<file path="config.mk">
export PLATFORM = sky130hd
export DESIGN_NAME = pmb_mfr_bank
export DESIGN_NICKNAME = d
export VERILOG_FILES = /design/src/design/pmb_pkg.sv /design/src/design/pmb_delay_timer.sv /design/src/design/pmb_mfr_bank.sv
export SDC_FILE = /design/constraint.sdc
export NUM_CORES = 2
export LEC_CHECK = 0
export ABC_AREA = 1
export BUFFER_PORTS_ARGS = -buffer_cell sky130_fd_sc_hd__buf_2
export CAP_MARGIN = 0
export CORE_ASPECT_RATIO = 0.5
export CORE_MARGIN = 1.5
export CORE_UTILIZATION = 70
export DETAILED_ROUTE_END_ITERATION = 10
export GPL_TIMING_DRIVEN = 0
export PLACE_DENSITY = 0.86
export SETUP_SLACK_MARGIN = 0.5
export SYNTH_ARGS = -nofsm -noshare
export SYNTH_HDL_FRONTEND = slang
export SYNTH_SLANG_ARGS = --single-unit
</file>
<file path="constraint.sdc">
create_clock -name ref_clk -period 31.5 [get_ports ref_clk]
set_clock_uncertainty 0.05 [all_clocks]
set_input_delay 1.575 -clock ref_clk [delete_from_list [all_inputs] [get_ports ref_clk]]
set_output_delay 1.575 -clock ref_clk [all_outputs]
set_load 0.01 [all_outputs]
</file>
<file path="src/design/pmb_pkg.sv">
// constants, codes and helpers for the manufacturer command bank
package pmb_pkg;
  // command codes
  localparam logic [7:0] CMD_PAGE = 8'h00;
  localparam logic [7:0] CMD_STORE_ALL = 8'h15;
  localparam logic [7:0] CMD_RESTORE_ALL = 8'h16;
  localparam logic [7:0] CMD_CML = 8'h7E;
  localparam logic [7:0] CMD_REVISION = 8'h98;
  localparam logic [7:0] CMD_FAULT_RESP = 8'hD5;
  localparam logic [7:0] CMD_OT_RESP = 8'hD6;
  localparam logic [7:0] CMD_PK_IOUT = 8'hD7;
  localparam logic [7:0] CMD_RETRY = 8'hDB;
  localparam logic [7:0] CMD_RESTART = 8'hDC;
  localparam logic [7:0] CMD_PK_VOUT = 8'hDD;
  localparam logic [7:0] CMD_PK_VIN = 8'hDE;
  localparam logic [7:0] CMD_PK_EXT = 8'hDF;
  localparam logic [7:0] CMD_PEAK_CLR = 8'hE3;
  localparam logic [7:0] CMD_PADS = 8'hE5;
  localparam logic [7:0] CMD_DEV_ADDR = 8'hE6;
  localparam logic [7:0] CMD_LOG_SAVE = 8'hEA;
  localparam logic [7:0] CMD_LOG_ERASE = 8'hEC;
  localparam logic [7:0] CMD_LOG_READ = 8'hEE;
  localparam logic [7:0] CMD_STATUS = 8'hEF;
  localparam logic [7:0] CMD_COMPARE = 8'hF0;
  localparam logic [7:0] CMD_PK_INT = 8'hF4;
  localparam logic [7:0] CMD_PWM_CFG = 8'hF5;
  localparam logic [7:0] CMD_TEMPCO = 8'hF6;
  localparam logic [7:0] CMD_SLOPE = 8'hF8;
  localparam logic [7:0] CMD_ADDEND = 8'hF9;
  localparam logic [7:0] CMD_RAIL = 8'hFA;
  localparam logic [7:0] CMD_FULL_RST = 8'hFD;
  // reset and fixed values
  localparam logic [7:0] DEF_FAULT_RESP = 8'hC0;
  localparam logic [7:0] OT_RESP_VALUE = 8'hC0;
  localparam logic [15:0] DEF_RETRY = 16'hFABC;
  localparam logic [15:0] DEF_RESTART = 16'hFBE8;
  localparam logic [7:0] DEF_DEV_ADDR = 8'h4F;
  localparam logic [7:0] DEF_RAIL = 8'h80;
  localparam logic [7:0] DEF_PWM_CFG = 8'h14;
  localparam logic [15:0] DEF_TEMPCO = 16'h0F3C;
  localparam logic [15:0] DEF_SLOPE = 16'h4000;
  localparam logic [15:0] DEF_ADDEND = 16'h8000;
  localparam logic [7:0] REVISION_VALUE = 8'h22;
  localparam logic [15:0] PEAK_RESET = 16'h0000;
  // field positions
  localparam int RESP_ACT_HI = 7;
  localparam int RESP_ACT_LO = 6;
  localparam int RAIL_OFF_BIT = 7;
  localparam int CML_BAD_CMD = 7;
  localparam int CML_BAD_DATA = 6;
  localparam int CML_MEM = 4;
  localparam int ST_MISMATCH = 4;
  localparam int ST_FAULT_PIN = 3;
  localparam int ST_RUN_HI = 1;
  localparam int ST_RUN_LO = 0;
  // arithmetic scaling
  localparam int SLOPE_FRAC = 14;
  localparam int TEMPCO_FRAC = 20;
  localparam logic signed [15:0] TEMP_REF_C = 16'sh001B;
  // sizes
  localparam int NPAGE = 2;
  localparam int LOG_DEPTH = 16;
  localparam int LOG_AW = 4;
  // timing: one millisecond tick from the 200 MHz clock
  localparam int CLK_HZ = 200_000_000;
  localparam int TICK_MS = 1;
  localparam int CYC_PER_MS = CLK_HZ / 1000 * TICK_MS;
  localparam logic [31:0] MS_MAX = 32'hFFFF_FFFF;

  typedef enum logic {TMR_RUN, TMR_HOLD} pmb_tmr_state_t;

  // linear-11 millisecond value to a whole count of ms
  function automatic logic [31:0] l11_to_ms(input logic [15:0] v);
    logic signed [4:0] e;
    logic [31:0] m;
    e = $signed(v[15:11]);
    m = {21'h000000, v[10:0]};
    if (v[10])
      l11_to_ms = 32'h0000_0000;
    else if (e < 0)
      l11_to_ms = m >> (-e);
    else
      l11_to_ms = m << e;
  endfunction
endpackage

</file>
<file path="src/design/pmb_delay_timer.sv">
// per-channel fault retry and run hold-low timer
`timescale 1ns/1ps
module pmb_delay_timer
  import pmb_pkg::*;
(
  // clock and reset
  input wire logic ref_clk,
  input wire logic reset,
  // timing inputs
  input wire logic ms_tick,
  input wire logic fault,
  input wire logic [31:0] retry_ms,
  input wire logic [31:0] restart_ms,
  // run control
  output logic run_low
);
  pmb_tmr_state_t state;
  logic [31:0] elapsed;
  wire retry_done = elapsed >= retry_ms;
  wire restart_done = elapsed >= restart_ms;
  wire release_ok = retry_done && restart_done && !fault;

  // run pin held low from fault until both delays pass and fault is gone
  always_ff @(posedge ref_clk) begin
    if (reset) begin
      state <= TMR_RUN;
      elapsed <= 32'h0000_0000;
      run_low <= 1'b0;
    end else begin
      case (state)
        TMR_RUN: begin
          elapsed <= 32'h0000_0000;
          if (fault) begin
            state <= TMR_HOLD;
            run_low <= 1'b1;
          end
        end
        TMR_HOLD: begin
          if (ms_tick && elapsed != MS_MAX)
            elapsed <= elapsed + 32'h0000_0001;
          if (release_ok) begin
            state <= TMR_RUN;
            run_low <= 1'b0;
          end
        end
        default: begin
          state <= TMR_RUN;
          run_low <= 1'b0;
        end
      endcase
    end
  end
endmodule

</file>
<file path="src/design/pmb_mfr_bank.sv">
// manufacturer command bank: settings, peaks, fault log, delays
`timescale 1ns/1ps
module pmb_mfr_bank
  import pmb_pkg::*;
#(
  parameter int CYC_PER_MS_P = CYC_PER_MS
)(
  // clock and reset
  input wire logic ref_clk,
  input wire logic reset,
  // decoded command port from the serial engine
  input wire logic cmd_valid,
  input wire logic cmd_write,
  input wire logic [7:0] cmd_code,
  input wire logic [15:0] cmd_data,
  // answer to the command
  output logic rsp_valid,
  output logic rsp_err,
  output logic [15:0] rsp_data,
  // measurements from the converter
  input wire logic meas_valid,
  input wire logic meas_page,
  input wire logic [15:0] meas_iout,
  input wire logic [15:0] meas_vout,
  input wire logic [15:0] meas_vin,
  input wire logic [15:0] meas_ext_raw,
  input wire logic [15:0] meas_int_temp,
  // calibrated readings
  output logic [15:0] ext_temp_cal,
  output logic [15:0] iout_cal,
  // fault log capture
  input wire logic log_push,
  input wire logic [7:0] log_byte,
  // fault inputs and pins
  input wire logic shared_fault_pin_n,
  input wire logic [1:0] chan_fault,
  output logic [1:0] run_low,
  output logic [3:0] pwm_fault_action,
  // addressing and config
  output logic [6:0] dev_addr,
  output logic [13:0] rail_addr,
  output logic [1:0] rail_addr_en,
  output logic [7:0] pwm_cfg,
  output logic mem_mismatch
);
  // working and nonvolatile settings
  logic [7:0] fault_pin_pwm_response [NPAGE];
  logic [15:0] fault_retry_delay [NPAGE];
  logic [15:0] run_hold_low_delay [NPAGE];
  logic [15:0] sense_tempco [NPAGE];
  logic [15:0] ext_temp_slope [NPAGE];
  logic [15:0] ext_temp_addend [NPAGE];
  logic [7:0] multiphase_rail_address [NPAGE];
  logic [7:0] device_bus_address;
  logic [7:0] shared_pwm_config;
  logic [7:0] nv_resp [NPAGE];
  logic [15:0] nv_retry [NPAGE];
  logic [15:0] nv_restart [NPAGE];
  logic [15:0] nv_tempco [NPAGE];
  logic [15:0] nv_slope [NPAGE];
  logic [15:0] nv_addend [NPAGE];
  logic [7:0] nv_rail [NPAGE];
  logic [7:0] nv_dev_addr;
  logic [7:0] nv_pwm_cfg;
  // peaks
  logic [15:0] peak_output_current [NPAGE];
  logic [15:0] peak_output_voltage [NPAGE];
  logic [15:0] peak_external_temp [NPAGE];
  logic [15:0] peak_input_voltage;
  logic [15:0] peak_internal_temp;
  // fault log memories
  logic [7:0] log_ram [LOG_DEPTH];
  logic [7:0] nv_log [LOG_DEPTH];
  logic [LOG_AW:0] log_count;
  logic [LOG_AW:0] nv_count;
  logic [LOG_AW:0] log_rd_ptr;
  // misc state
  logic page;
  logic [7:0] cml_status;
  logic soft_rst;
  logic [31:0] tick_cnt;
  logic ms_tick;
  logic [2:0] fpin_sync;
  logic fpin_low;

  // command decode
  wire wr = cmd_valid && cmd_write;
  wire rd = cmd_valid && !cmd_write;
  wire wr_resp = wr && cmd_code == CMD_FAULT_RESP;
  wire wr_retry = wr && cmd_code == CMD_RETRY;
  wire wr_restart = wr && cmd_code == CMD_RESTART;
  wire wr_dev = wr && cmd_code == CMD_DEV_ADDR;
  wire wr_pwm = wr && cmd_code == CMD_PWM_CFG;
  wire wr_tempco = wr && cmd_code == CMD_TEMPCO;
  wire wr_slope = wr && cmd_code == CMD_SLOPE;
  wire wr_addend = wr && cmd_code == CMD_ADDEND;
  wire wr_rail = wr && cmd_code == CMD_RAIL;
  wire wr_page = wr && cmd_code == CMD_PAGE;
  wire wr_cml = wr && cmd_code == CMD_CML;
  wire do_peak_clr = wr && cmd_code == CMD_PEAK_CLR;
  wire do_log_save = wr && cmd_code == CMD_LOG_SAVE;
  wire do_log_erase = wr && cmd_code == CMD_LOG_ERASE;
  wire do_compare = wr && cmd_code == CMD_COMPARE;
  wire do_full_rst = wr && cmd_code == CMD_FULL_RST;
  wire do_store = wr && cmd_code == CMD_STORE_ALL;
  wire do_restore = wr && cmd_code == CMD_RESTORE_ALL;
  wire rd_log = rd && cmd_code == CMD_LOG_READ;
  wire wr_known = wr_resp || wr_retry || wr_restart || wr_dev || wr_pwm
    || wr_tempco || wr_slope || wr_addend || wr_rail || wr_page || wr_cml
    || do_peak_clr || do_log_save || do_log_erase || do_compare
    || do_full_rst || do_store || do_restore;
  wire wr_bad = wr && !wr_known;
  wire clear_all = reset || soft_rst;

  // working memory versus nonvolatile copy
  wire page_diff0 = fault_pin_pwm_response[0] != nv_resp[0]
    || fault_retry_delay[0] != nv_retry[0]
    || run_hold_low_delay[0] != nv_restart[0]
    || sense_tempco[0] != nv_tempco[0] || ext_temp_slope[0] != nv_slope[0]
    || ext_temp_addend[0] != nv_addend[0]
    || multiphase_rail_address[0] != nv_rail[0];
  wire page_diff1 = fault_pin_pwm_response[1] != nv_resp[1]
    || fault_retry_delay[1] != nv_retry[1]
    || run_hold_low_delay[1] != nv_restart[1]
    || sense_tempco[1] != nv_tempco[1] || ext_temp_slope[1] != nv_slope[1]
    || ext_temp_addend[1] != nv_addend[1]
    || multiphase_rail_address[1] != nv_rail[1];
  wire any_diff = page_diff0 || page_diff1 || device_bus_address != nv_dev_addr
    || shared_pwm_config != nv_pwm_cfg;

  // calibration arithmetic; scaling is a power of two, so tempco is ~5% coarse
  wire signed [32:0] slope_prod = $signed(meas_ext_raw)
    * $signed({1'b0, ext_temp_slope[meas_page]});
  wire signed [15:0] addend_val = {{5{ext_temp_addend[meas_page][10]}},
    ext_temp_addend[meas_page][10:0]};
  wire [15:0] next_ext = 16'(slope_prod >>> SLOPE_FRAC) + addend_val;
  wire signed [15:0] temp_delta = $signed(meas_int_temp) - TEMP_REF_C;
  wire signed [48:0] tc_prod = $signed(meas_iout)
    * $signed({1'b0, sense_tempco[meas_page]}) * temp_delta;
  wire [15:0] next_iout = meas_iout + 16'(tc_prod >>> TEMPCO_FRAC);

  // status views
  wire [7:0] general_status = {3'h0, mem_mismatch, fpin_low, 1'b0, run_low};
  wire [15:0] pad_state = {12'h000, fpin_low, 1'b0, run_low};
  wire [7:0] log_out = (log_rd_ptr == '0) ? {3'h0, nv_count}
    : nv_log[LOG_AW'(log_rd_ptr - 1'b1)];

  // read multiplexer
  logic [15:0] rd_val;
  logic rd_ok;
  always_comb begin
    rd_ok = 1'b1;
    case (cmd_code)
      CMD_PAGE: rd_val = {15'h0000, page};
      CMD_CML: rd_val = {8'h00, cml_status};
      CMD_REVISION: rd_val = {8'h00, REVISION_VALUE};
      CMD_FAULT_RESP: rd_val = {8'h00, fault_pin_pwm_response[page]};
      CMD_OT_RESP: rd_val = {8'h00, OT_RESP_VALUE};
      CMD_PK_IOUT: rd_val = peak_output_current[page];
      CMD_RETRY: rd_val = fault_retry_delay[page];
      CMD_RESTART: rd_val = run_hold_low_delay[page];
      CMD_PK_VOUT: rd_val = peak_output_voltage[page];
      CMD_PK_VIN: rd_val = peak_input_voltage;
      CMD_PK_EXT: rd_val = peak_external_temp[page];
      CMD_PADS: rd_val = pad_state;
      CMD_DEV_ADDR: rd_val = {8'h00, device_bus_address};
      CMD_LOG_READ: rd_val = {8'h00, log_out};
      CMD_STATUS: rd_val = {8'h00, general_status};
      CMD_PK_INT: rd_val = peak_internal_temp;
      CMD_PWM_CFG: rd_val = {8'h00, shared_pwm_config};
      CMD_TEMPCO: rd_val = sense_tempco[page];
      CMD_SLOPE: rd_val = ext_temp_slope[page];
      CMD_ADDEND: rd_val = ext_temp_addend[page];
      CMD_RAIL: rd_val = {8'h00, multiphase_rail_address[page]};
      default: begin
        rd_val = 16'h0000;
        rd_ok = 1'b0;
      end
    endcase
  end

  // answer registers
  always_ff @(posedge ref_clk) begin
    if (reset) begin
      rsp_valid <= 1'b0;
      rsp_err <= 1'b0;
      rsp_data <= 16'h0000;
    end else begin
      rsp_valid <= cmd_valid;
      rsp_err <= cmd_valid && (cmd_write ? wr_bad : !rd_ok);
      rsp_data <= rd ? rd_val : 16'h0000;
    end
  end

  // full reset pulse one cycle after the command
  always_ff @(posedge ref_clk) begin
    if (reset)
      soft_rst <= 1'b0;
    else
      soft_rst <= do_full_rst;
  end

  // page select and comm status; a new error beats a clear in the same cycle
  always_ff @(posedge ref_clk) begin
    if (clear_all) begin
      page <= 1'b0;
      cml_status <= 8'h00;
    end else begin
      if (wr_page)
        page <= cmd_data[0];
      if (wr_cml)
        cml_status <= cml_status & ~cmd_data[7:0];
      if (wr_bad || (rd && !rd_ok))
        cml_status[CML_BAD_CMD] <= 1'b1;
      if (do_compare && any_diff)
        cml_status[CML_MEM] <= 1'b1;
    end
  end

  // settings: written by host, stored and reloaded as a set
  always_ff @(posedge ref_clk) begin
    if (reset) begin
      for (int p = 0; p < NPAGE; p++) begin
        fault_pin_pwm_response[p] <= DEF_FAULT_RESP;
        fault_retry_delay[p] <= DEF_RETRY;
        run_hold_low_delay[p] <= DEF_RESTART;
        sense_tempco[p] <= DEF_TEMPCO;
        ext_temp_slope[p] <= DEF_SLOPE;
        ext_temp_addend[p] <= DEF_ADDEND;
        multiphase_rail_address[p] <= DEF_RAIL;
        nv_resp[p] <= DEF_FAULT_RESP;
        nv_retry[p] <= DEF_RETRY;
        nv_restart[p] <= DEF_RESTART;
        nv_tempco[p] <= DEF_TEMPCO;
        nv_slope[p] <= DEF_SLOPE;
        nv_addend[p] <= DEF_ADDEND;
        nv_rail[p] <= DEF_RAIL;
      end
      device_bus_address <= DEF_DEV_ADDR;
      shared_pwm_config <= DEF_PWM_CFG;
      nv_dev_addr <= DEF_DEV_ADDR;
      nv_pwm_cfg <= DEF_PWM_CFG;
    end else if (do_restore || soft_rst) begin
      for (int p = 0; p < NPAGE; p++) begin
        fault_pin_pwm_response[p] <= nv_resp[p];
        fault_retry_delay[p] <= nv_retry[p];
        run_hold_low_delay[p] <= nv_restart[p];
        sense_tempco[p] <= nv_tempco[p];
        ext_temp_slope[p] <= nv_slope[p];
        ext_temp_addend[p] <= nv_addend[p];
        multiphase_rail_address[p] <= nv_rail[p];
      end
      device_bus_address <= nv_dev_addr;
      shared_pwm_config <= nv_pwm_cfg;
    end else if (do_store) begin
      for (int p = 0; p < NPAGE; p++) begin
        nv_resp[p] <= fault_pin_pwm_response[p];
        nv_retry[p] <= fault_retry_delay[p];
        nv_restart[p] <= run_hold_low_delay[p];
        nv_tempco[p] <= sense_tempco[p];
        nv_slope[p] <= ext_temp_slope[p];
        nv_addend[p] <= ext_temp_addend[p];
        nv_rail[p] <= multiphase_rail_address[p];
      end
      nv_dev_addr <= device_bus_address;
      nv_pwm_cfg <= shared_pwm_config;
    end else begin
      if (wr_resp)
        fault_pin_pwm_response[page] <= cmd_data[7:0];
      if (wr_retry)
        fault_retry_delay[page] <= cmd_data;
      if (wr_restart)
        run_hold_low_delay[page] <= cmd_data;
      if (wr_tempco)
        sense_tempco[page] <= cmd_data;
      if (wr_slope)
        ext_temp_slope[page] <= cmd_data;
      if (wr_addend)
        ext_temp_addend[page] <= cmd_data;
      if (wr_rail)
        multiphase_rail_address[page] <= cmd_data[7:0];
      if (wr_dev)
        device_bus_address <= {1'b0, cmd_data[6:0]};
      if (wr_pwm)
        shared_pwm_config <= cmd_data[7:0];
    end
  end

  // mismatch flag latched by the compare command, dropped on full reset
  always_ff @(posedge ref_clk) begin
    if (clear_all)
      mem_mismatch <= 1'b0;
    else if (do_compare)
      mem_mismatch <= any_diff;
  end

  // peak tracking; clear command and resets win over a sample
  always_ff @(posedge ref_clk) begin
    if (clear_all || do_peak_clr) begin
      for (int p = 0; p < NPAGE; p++) begin
        peak_output_current[p] <= PEAK_RESET;
        peak_output_voltage[p] <= PEAK_RESET;
        peak_external_temp[p] <= PEAK_RESET;
      end
      peak_input_voltage <= PEAK_RESET;
      peak_internal_temp <= PEAK_RESET;
    end else if (meas_valid) begin
      if (next_iout > peak_output_current[meas_page])
        peak_output_current[meas_page] <= next_iout;
      if (meas_vout > peak_output_voltage[meas_page])
        peak_output_voltage[meas_page] <= meas_vout;
      if (next_ext > peak_external_temp[meas_page])
        peak_external_temp[meas_page] <= next_ext;
      if (meas_vin > peak_input_voltage)
        peak_input_voltage <= meas_vin;
      if (meas_int_temp > peak_internal_temp)
        peak_internal_temp <= meas_int_temp;
    end
  end

  // calibrated reading outputs
  always_ff @(posedge ref_clk) begin
    if (reset) begin
      ext_temp_cal <= 16'h0000;
      iout_cal <= 16'h0000;
    end else if (meas_valid) begin
      ext_temp_cal <= next_ext;
      iout_cal <= next_iout;
    end
  end

  // working fault log; stops filling when full so early entries survive
  always_ff @(posedge ref_clk) begin
    if (clear_all) begin
      log_count <= '0;
    end else if (log_push && log_count != (LOG_AW + 1)'(LOG_DEPTH)) begin
      log_ram[LOG_AW'(log_count)] <= log_byte;
      log_count <= log_count + 1'b1;
    end
  end

  // nonvolatile log: save, erase and block readout pointer
  always_ff @(posedge ref_clk) begin
    if (reset) begin
      nv_count <= '0;
      log_rd_ptr <= '0;
    end else begin
      if (do_log_save) begin
        for (int i = 0; i < LOG_DEPTH; i++)
          nv_log[i] <= log_ram[i];
        nv_count <= log_count;
      end else if (do_log_erase) begin
        nv_count <= '0;
      end
      if (rd_log && log_rd_ptr != nv_count)
        log_rd_ptr <= log_rd_ptr + 1'b1;
      else if (cmd_valid)
        log_rd_ptr <= '0;
    end
  end

  // millisecond tick for the delay timers
  always_ff @(posedge ref_clk) begin
    if (reset || tick_cnt == 32'(CYC_PER_MS_P - 1)) begin
      tick_cnt <= 32'h0000_0000;
      ms_tick <= !reset;
    end else begin
      tick_cnt <= tick_cnt + 32'h0000_0001;
      ms_tick <= 1'b0;
    end
  end

  // shared fault pin: three stages, counted once stages two and three agree
  always_ff @(posedge ref_clk) begin
    if (reset) begin
      fpin_sync <= 3'h7;
      fpin_low <= 1'b0;
    end else begin
      fpin_sync <= {fpin_sync[1:0], shared_fault_pin_n};
      if (fpin_sync[1] == fpin_sync[2])
        fpin_low <= !fpin_sync[2];
    end
  end

  // pin-driven outputs
  always_ff @(posedge ref_clk) begin
    if (reset) begin
      pwm_fault_action <= 4'h0;
      dev_addr <= DEF_DEV_ADDR[6:0];
      rail_addr <= 14'h0000;
      rail_addr_en <= 2'b00;
      pwm_cfg <= DEF_PWM_CFG;
    end else begin
      for (int p = 0; p < NPAGE; p++) begin
        pwm_fault_action[2*p +: 2] <= fpin_low
          ? fault_pin_pwm_response[p][RESP_ACT_HI:RESP_ACT_LO] : 2'b00;
        rail_addr[7*p +: 7] <= multiphase_rail_address[p][6:0];
        rail_addr_en[p] <= !multiphase_rail_address[p][RAIL_OFF_BIT];
      end
      dev_addr <= device_bus_address[6:0];
      pwm_cfg <= shared_pwm_config;
    end
  end

  // one retry and hold-low timer per channel
  for (genvar g = 0; g < NPAGE; g++) begin : g_tmr
    pmb_delay_timer u_tmr (
      .ref_clk(ref_clk),
      .reset(clear_all),
      .ms_tick(ms_tick),
      .fault(chan_fault[g]),
      .retry_ms(l11_to_ms(fault_retry_delay[g])),
      .restart_ms(l11_to_ms(run_hold_low_delay[g])),
      .run_low(run_low[g])
    );
  end
endmodule

</file>
Yosys cells after proc, flatten, opt, wreduce, memory -nomap -nowiden
Memory sizes are Yosys's and may differ from the RTL's. A register that Yosys moved wholly into a read port is not among the register bits.
Cells that the tools add are included.
Cells by class
  add/sub/neg operators: 13
  mux-type cells: 183
  shifts and indexed selects: 8
  $mul: 3
  eq/ne operators: 56
  bitwise logic cells: 35
  reduce and logical (&&, ||, !) cells: 107
  $lt $le $gt $ge: 13
Operator list (number)
  $mux W16: 28
  $pmux W16 S21: 1
  $mux W32: 10
  $eq A8 B8 Y1 const B: 24
  $ne A16 B16 Y1: 10
  $mux W8: 18
  $ge A32 B32 Y1: 4
  $pmux W32 S2: 2
  $reduce_or A16 Y1: 8
  $shl A11 B5 Y32: 4
  $shr A11 B5 Y32: 4
  $mux W1: 116
  $add A32 B1 Y32 const B: 3
  $gt A16 B16 Y1: 5
  $ne A32 B32 Y1 const B: 2
  $ne A8 B8 Y1: 6
  $logic_or A1 B1 Y1: 37
  $mul A33 B16 Y36: 1
  $logic_and A1 B1 Y1: 33
  $mul A16 B17 Y33: 1
  $eq A32 B18 Y1 const B: 1
  $mul A16 B17 Y30: 1
  $or A1 B1 Y1: 28
  $reduce_or A21 Y1: 1
  other kinds (26): 70
Word-level totals
  memories kept: 19
  register bits after elaboration: 280
  bits in writable memories: 736
Memory list
  log_ram: words 16, bits a word 8, rd ports 16, clocked after Yosys merged registers in 0, wr ports 1, RTL line pmb_mfr_bank.sv:72  | logic [7:0] log_ram [LOG_DEPTH];
  nv_log: words 16, bits a word 8, rd ports 1, clocked after Yosys merged registers in 0, wr ports 16, RTL line pmb_mfr_bank.sv:73  | logic [7:0] nv_log [LOG_DEPTH];
  ext_temp_addend: words 2, bits a word 16, rd ports 4, clocked after Yosys merged registers in 1, wr ports 2, RTL line pmb_mfr_bank.sv:52  | logic [15:0] ext_temp_addend [NPAGE];
  ext_temp_slope: words 2, bits a word 16, rd ports 4, clocked after Yosys merged registers in 1, wr ports 2, RTL line pmb_mfr_bank.sv:51  | logic [15:0] ext_temp_slope [NPAGE];
  fault_retry_delay: words 2, bits a word 16, rd ports 3, clocked after Yosys merged registers in 1, wr ports 2, RTL line pmb_mfr_bank.sv:48  | logic [15:0] fault_retry_delay [NPAGE];
  nv_addend: words 2, bits a word 16, rd ports 2, clocked after Yosys merged registers in 0, wr ports 2, RTL line pmb_mfr_bank.sv:61  | logic [15:0] nv_addend [NPAGE];
  13 more memories

Depth between registers and ports, before layout
  word-level depth: 23
  depth in mapped cells: 82
  mapped depth without buffers: 78

Hierarchy
A second synthesis with hierarchy kept.
Unflattened totals
  cells, all modules: 10341
  area, all modules: 86186.4 sq um
By module, submodules not included
  pmb_mfr_bank: instances 1, cells an instance 9221, area an instance 79022.0 sq um
  pmb_delay_timer: instances 2, cells an instance 560, area an instance 3582.2 sq um

Least setup slack after synthesis
OpenSTA, ideal clock, no wires.
  path type: input-to-reg
  start point: in meas_page
  end point: mem peak_output_current[1][0], enable pin
  arrival time: 15481 ps
  path slack: 15597 ps
  data required time: 31078 ps
  buffers on the path: 5
  cell stages on the path: 68
  cell sequence: buf_2 > buf_2 > clkbuf_1 > clkbuf_1 > nand2_1 > o21ai_1 > inv_1 > nand2_1 > fa_1 > fa_1 > fa_1 > fa_1 > fa_1 > fa_1 > inv_1 > ha_1 > nand2_2 > inv_1 > [32 not listed] > o21ai_1 > nand3_1 > nand2_1 > nand3_1 > nand2_2 > inv_1 > ha_1 > nand2_1 > inv_1 > nand3_1 > nor3_1 > nand2_1 > o2111ai_1 > nand2_1 > a31oi_1 > nand2_1 > clkbuf_1 > nand2_1
RTL lines
  start, declared: RTL line pmb_mfr_bank.sv:22  | input wire logic meas_page,
  end, declared: RTL line pmb_mfr_bank.sv:66  | logic [15:0] peak_output_current [NPAGE];

==> run metrics <==
Max Cap Viol=8; DRT Pass-1 Iters=7; Yosys reg bits=around 1.0k; port bufs=just over 200; critical path arrival=~22 ns; final-report hold violation count=0; period utilization=0.702; chip width=496 um; final setup TNS=0 ns; initial antenna violation count=29; CTS tree=built; sequential-to-total area share from yosys stat=0.325; fmax=about 45 MHz; post-route ant nets=0; routability cong.=about 1.1; Worst path max stage delay=between 1 and 1.5 ns; All-Layer GR Usage=0.512; fraction of final layout cells sized beyond drive strength 1=0.0500; most common flop cell mapped by yosys=edfxtp_1; Crit path required time=31.80 ns; Final HPWL DP=between 200 and 250 mm; Tightest Pin Transition=~1.6 ns; CTS Buf Count=92; DRC viols=0; Post-Syn Area per Cell=8.39 um2; clock buffer depth=3; unrepaired setup endpoints after global routing=false; clock sink count=1017; CP max stage cell=xor2_1; DR vias=approximately 80k; worst reg2reg path depth=66; failing checks=max-capacitance violations, max-slew violations; vias in the first global route=just under 80k; # nets final=11.9k; worst-skew pair later-pin latency=between 0.7 and 0.8 ns; die footprint=about 0.12 mm2; largest net degree at the start of global routing=56; area of the multi-input gates=between 0.04 and 0.05 mm2; final critical-path required period=between 20 and 25 ns; io pins=210; Die Ht=~250 um; fin. max-slew vios=45; CP Class=input pin to flop; DP Area=0.0886 mm2; Mapped Area=0.0852 mm2; Regs by FF count=log_ram (128), nv_log (128), g_tmr.u_tmr.elapsed (64); # Post-CTS Setup Buffers=0; number of synthesized flops with an enable pin=roughly 740; Worst Path Max Fanout=16; worst hold stages=0; slew margin rel.=-0.0947; Synth warnings=0; clock-pin slew on the worst setup and hold paths=roughly 0.08 ns; synth unique cells=73; First DRT Iteration DRCs=around 14k; Worst Setup Start Kind=input pin; FF+latch area=between 0.02 and 0.03 mm2; core footprint=between 0.1 and 0.15 mm2; Post-synth ARST share=0; drt via density=around 6.5; Hold-fix buffers, CTS=0; final WL=between 300 and 400 mm; first-pass GRT wire length=roughly 470 mm; CP endpoint kind=flop; starting density of the core=0.706; status=finished with violations; WL per Instance=between 20 and 30 um; total grt overflow=0; Syn Inst Count=between 10k and 15k; # fillers=8272; Final Setup Violations=0; area grow syn2layout=7.82%; root buf cell=clkbuf_16; FP Rows=90; post-CTS resize count=0; Design Area, Final=0.0919 mm2; worst hold path type=flop to flop; H-tree Lvls=3
## per-stage QoR
step | setup WS [ns] | std cells | hold slack [ns] | utilization
final | 9.38 | 12214 | 0.360 | 0.761
after global routing | 9.18 | 12205 | 0.371 | 0.761
after CTS | 10.07 | 12191 | 0.364 | 0.761
after detailed placement | 9.58 | 12018 | 0.355 | 0.734
after global placement | 10.26 | 12004 | 0.350 | 0.732
after floorplan | 15.60 | 10190 | 0.339 | -
## cell usage after synthesis (9+ instances only)
cell          n  area [um2]
inv_1      1875        7040
nand2_1    1851        6950
nor2_1     1225        4600
fa_1        748       15000
edfxtp_1    736       22100
ha_1        573        7170
a21oi_1     526        2630
o21ai_0     486        2430
clkbuf_1    291        1090
nand3_1     287        1440
dfxtp_1     281        5630
xnor2_1     133        1160
o22ai_1     117         732
xor2_1      111         972
nor3_1      109         546
nand4_1      95         594
o211ai_1     61         458
a221oi_1     57         499
nor4_1       53         332
a22oi_1      42         315
buf_1        41         154
mux2i_1      35         350
or2_2        34         213
a31oi_1      33         206
clkinv_1     33         124
nand2_2      28         175
a211oi_1     27         203
o221ai_1     22         193
inv_2        21        78.8
o21ai_1      16        80.1
a2111oi_0    15         131
o2111ai_1    15         131
o21a_1       15         113
o21bai_1     15         113
nor2_2       13        81.3
a21o_1       11        82.6
buf_2        11        55.1
nand3b_1     11        82.6
nand3_2      10         100
a32o_1        9        90.1
## area by class of cell
type,count,area share
Timing Repair Buffer,219,0.0135
Tap cell,1610,0.0219
Clock buffer,125,0.0292
Antenna cell,22,0.000599
Sequential cell,1017,0.302
Clock inverter,48,0.00564
Buffer,348,0.0146
Inverter,1929,0.0788
Multi-Input combinational cell,6896,0.534
## placed cells by master (no fill, tap or decap), drive strengths merged, types with 72 or more instances in the layout
cell,n
inv,1900
ha,573
nand2,1880
nor2,1242
nor3,116
fa,748
nand3,297
o21ai,505
xnor2,133
buf,273
clkinv,72
clkbuf,418
dfxtp,281
xor2,113
edfxtp,736
o22ai,117
a21oi,529
nand4,97
## final timing paths
check	slack, ns	end	from
setup / recovery	9.38	peak_output_current[0][11]$_SDFFCE_PN0P_	meas_page
setup reg to reg	11.77	peak_output_current[0][11]$_SDFFCE_PN0P_	sense_tempco[1][5]$_DFFE_PP_
hold / removal	0.36	nv_log[13][7]$_DFFE_PP_	log_ram[13][7]$_DFFE_PP_
hold reg to reg	0.36	nv_log[13][7]$_DFFE_PP_	log_ram[13][7]$_DFFE_PP_
## per-layer routing
metal  vias up  track usage  wire, um
li1      33365            -         -
met4        10        0.373     30300
met2      7296        0.749    133000
met1     37061        0.633    107000
met5         -            0        70
met3      1939        0.177     50500
## kinds of logic (layout without fill, tap and decap cells)
kind of cell / Yosys count / count (layout) / share of synthesized area
flops: 1017 / 1017 / 0.325
fa+ha+maj: 1321 / 1321 / 0.260
other cells: 1 / 50 / 0.0000440
mux: 35 / 35 / 0.00411
compound gates: 1510 / 1510 / 0.103
simple gates: 3756 / 3756 / 0.181
xor+xnor: 246 / 246 / 0.0256
buf+inv: 2277 / 2669 / 0.101
## worst max-delay path, delay by kind of cell
| kind | cells | cell delay (ns) |
|---|---|---|
| buf+inv | 16 | 4.42 |
| xor+xnor | 3 | 2.39 |
| compound gates | 12 | 2.89 |
| fa+ha+maj | 16 | 7.54 |
| simple gates | 21 | 3.48 |
Power is left out: the tool's default activity adds up to more than one toggle a clock period on the data nets, which glitch-free logic cannot reach.
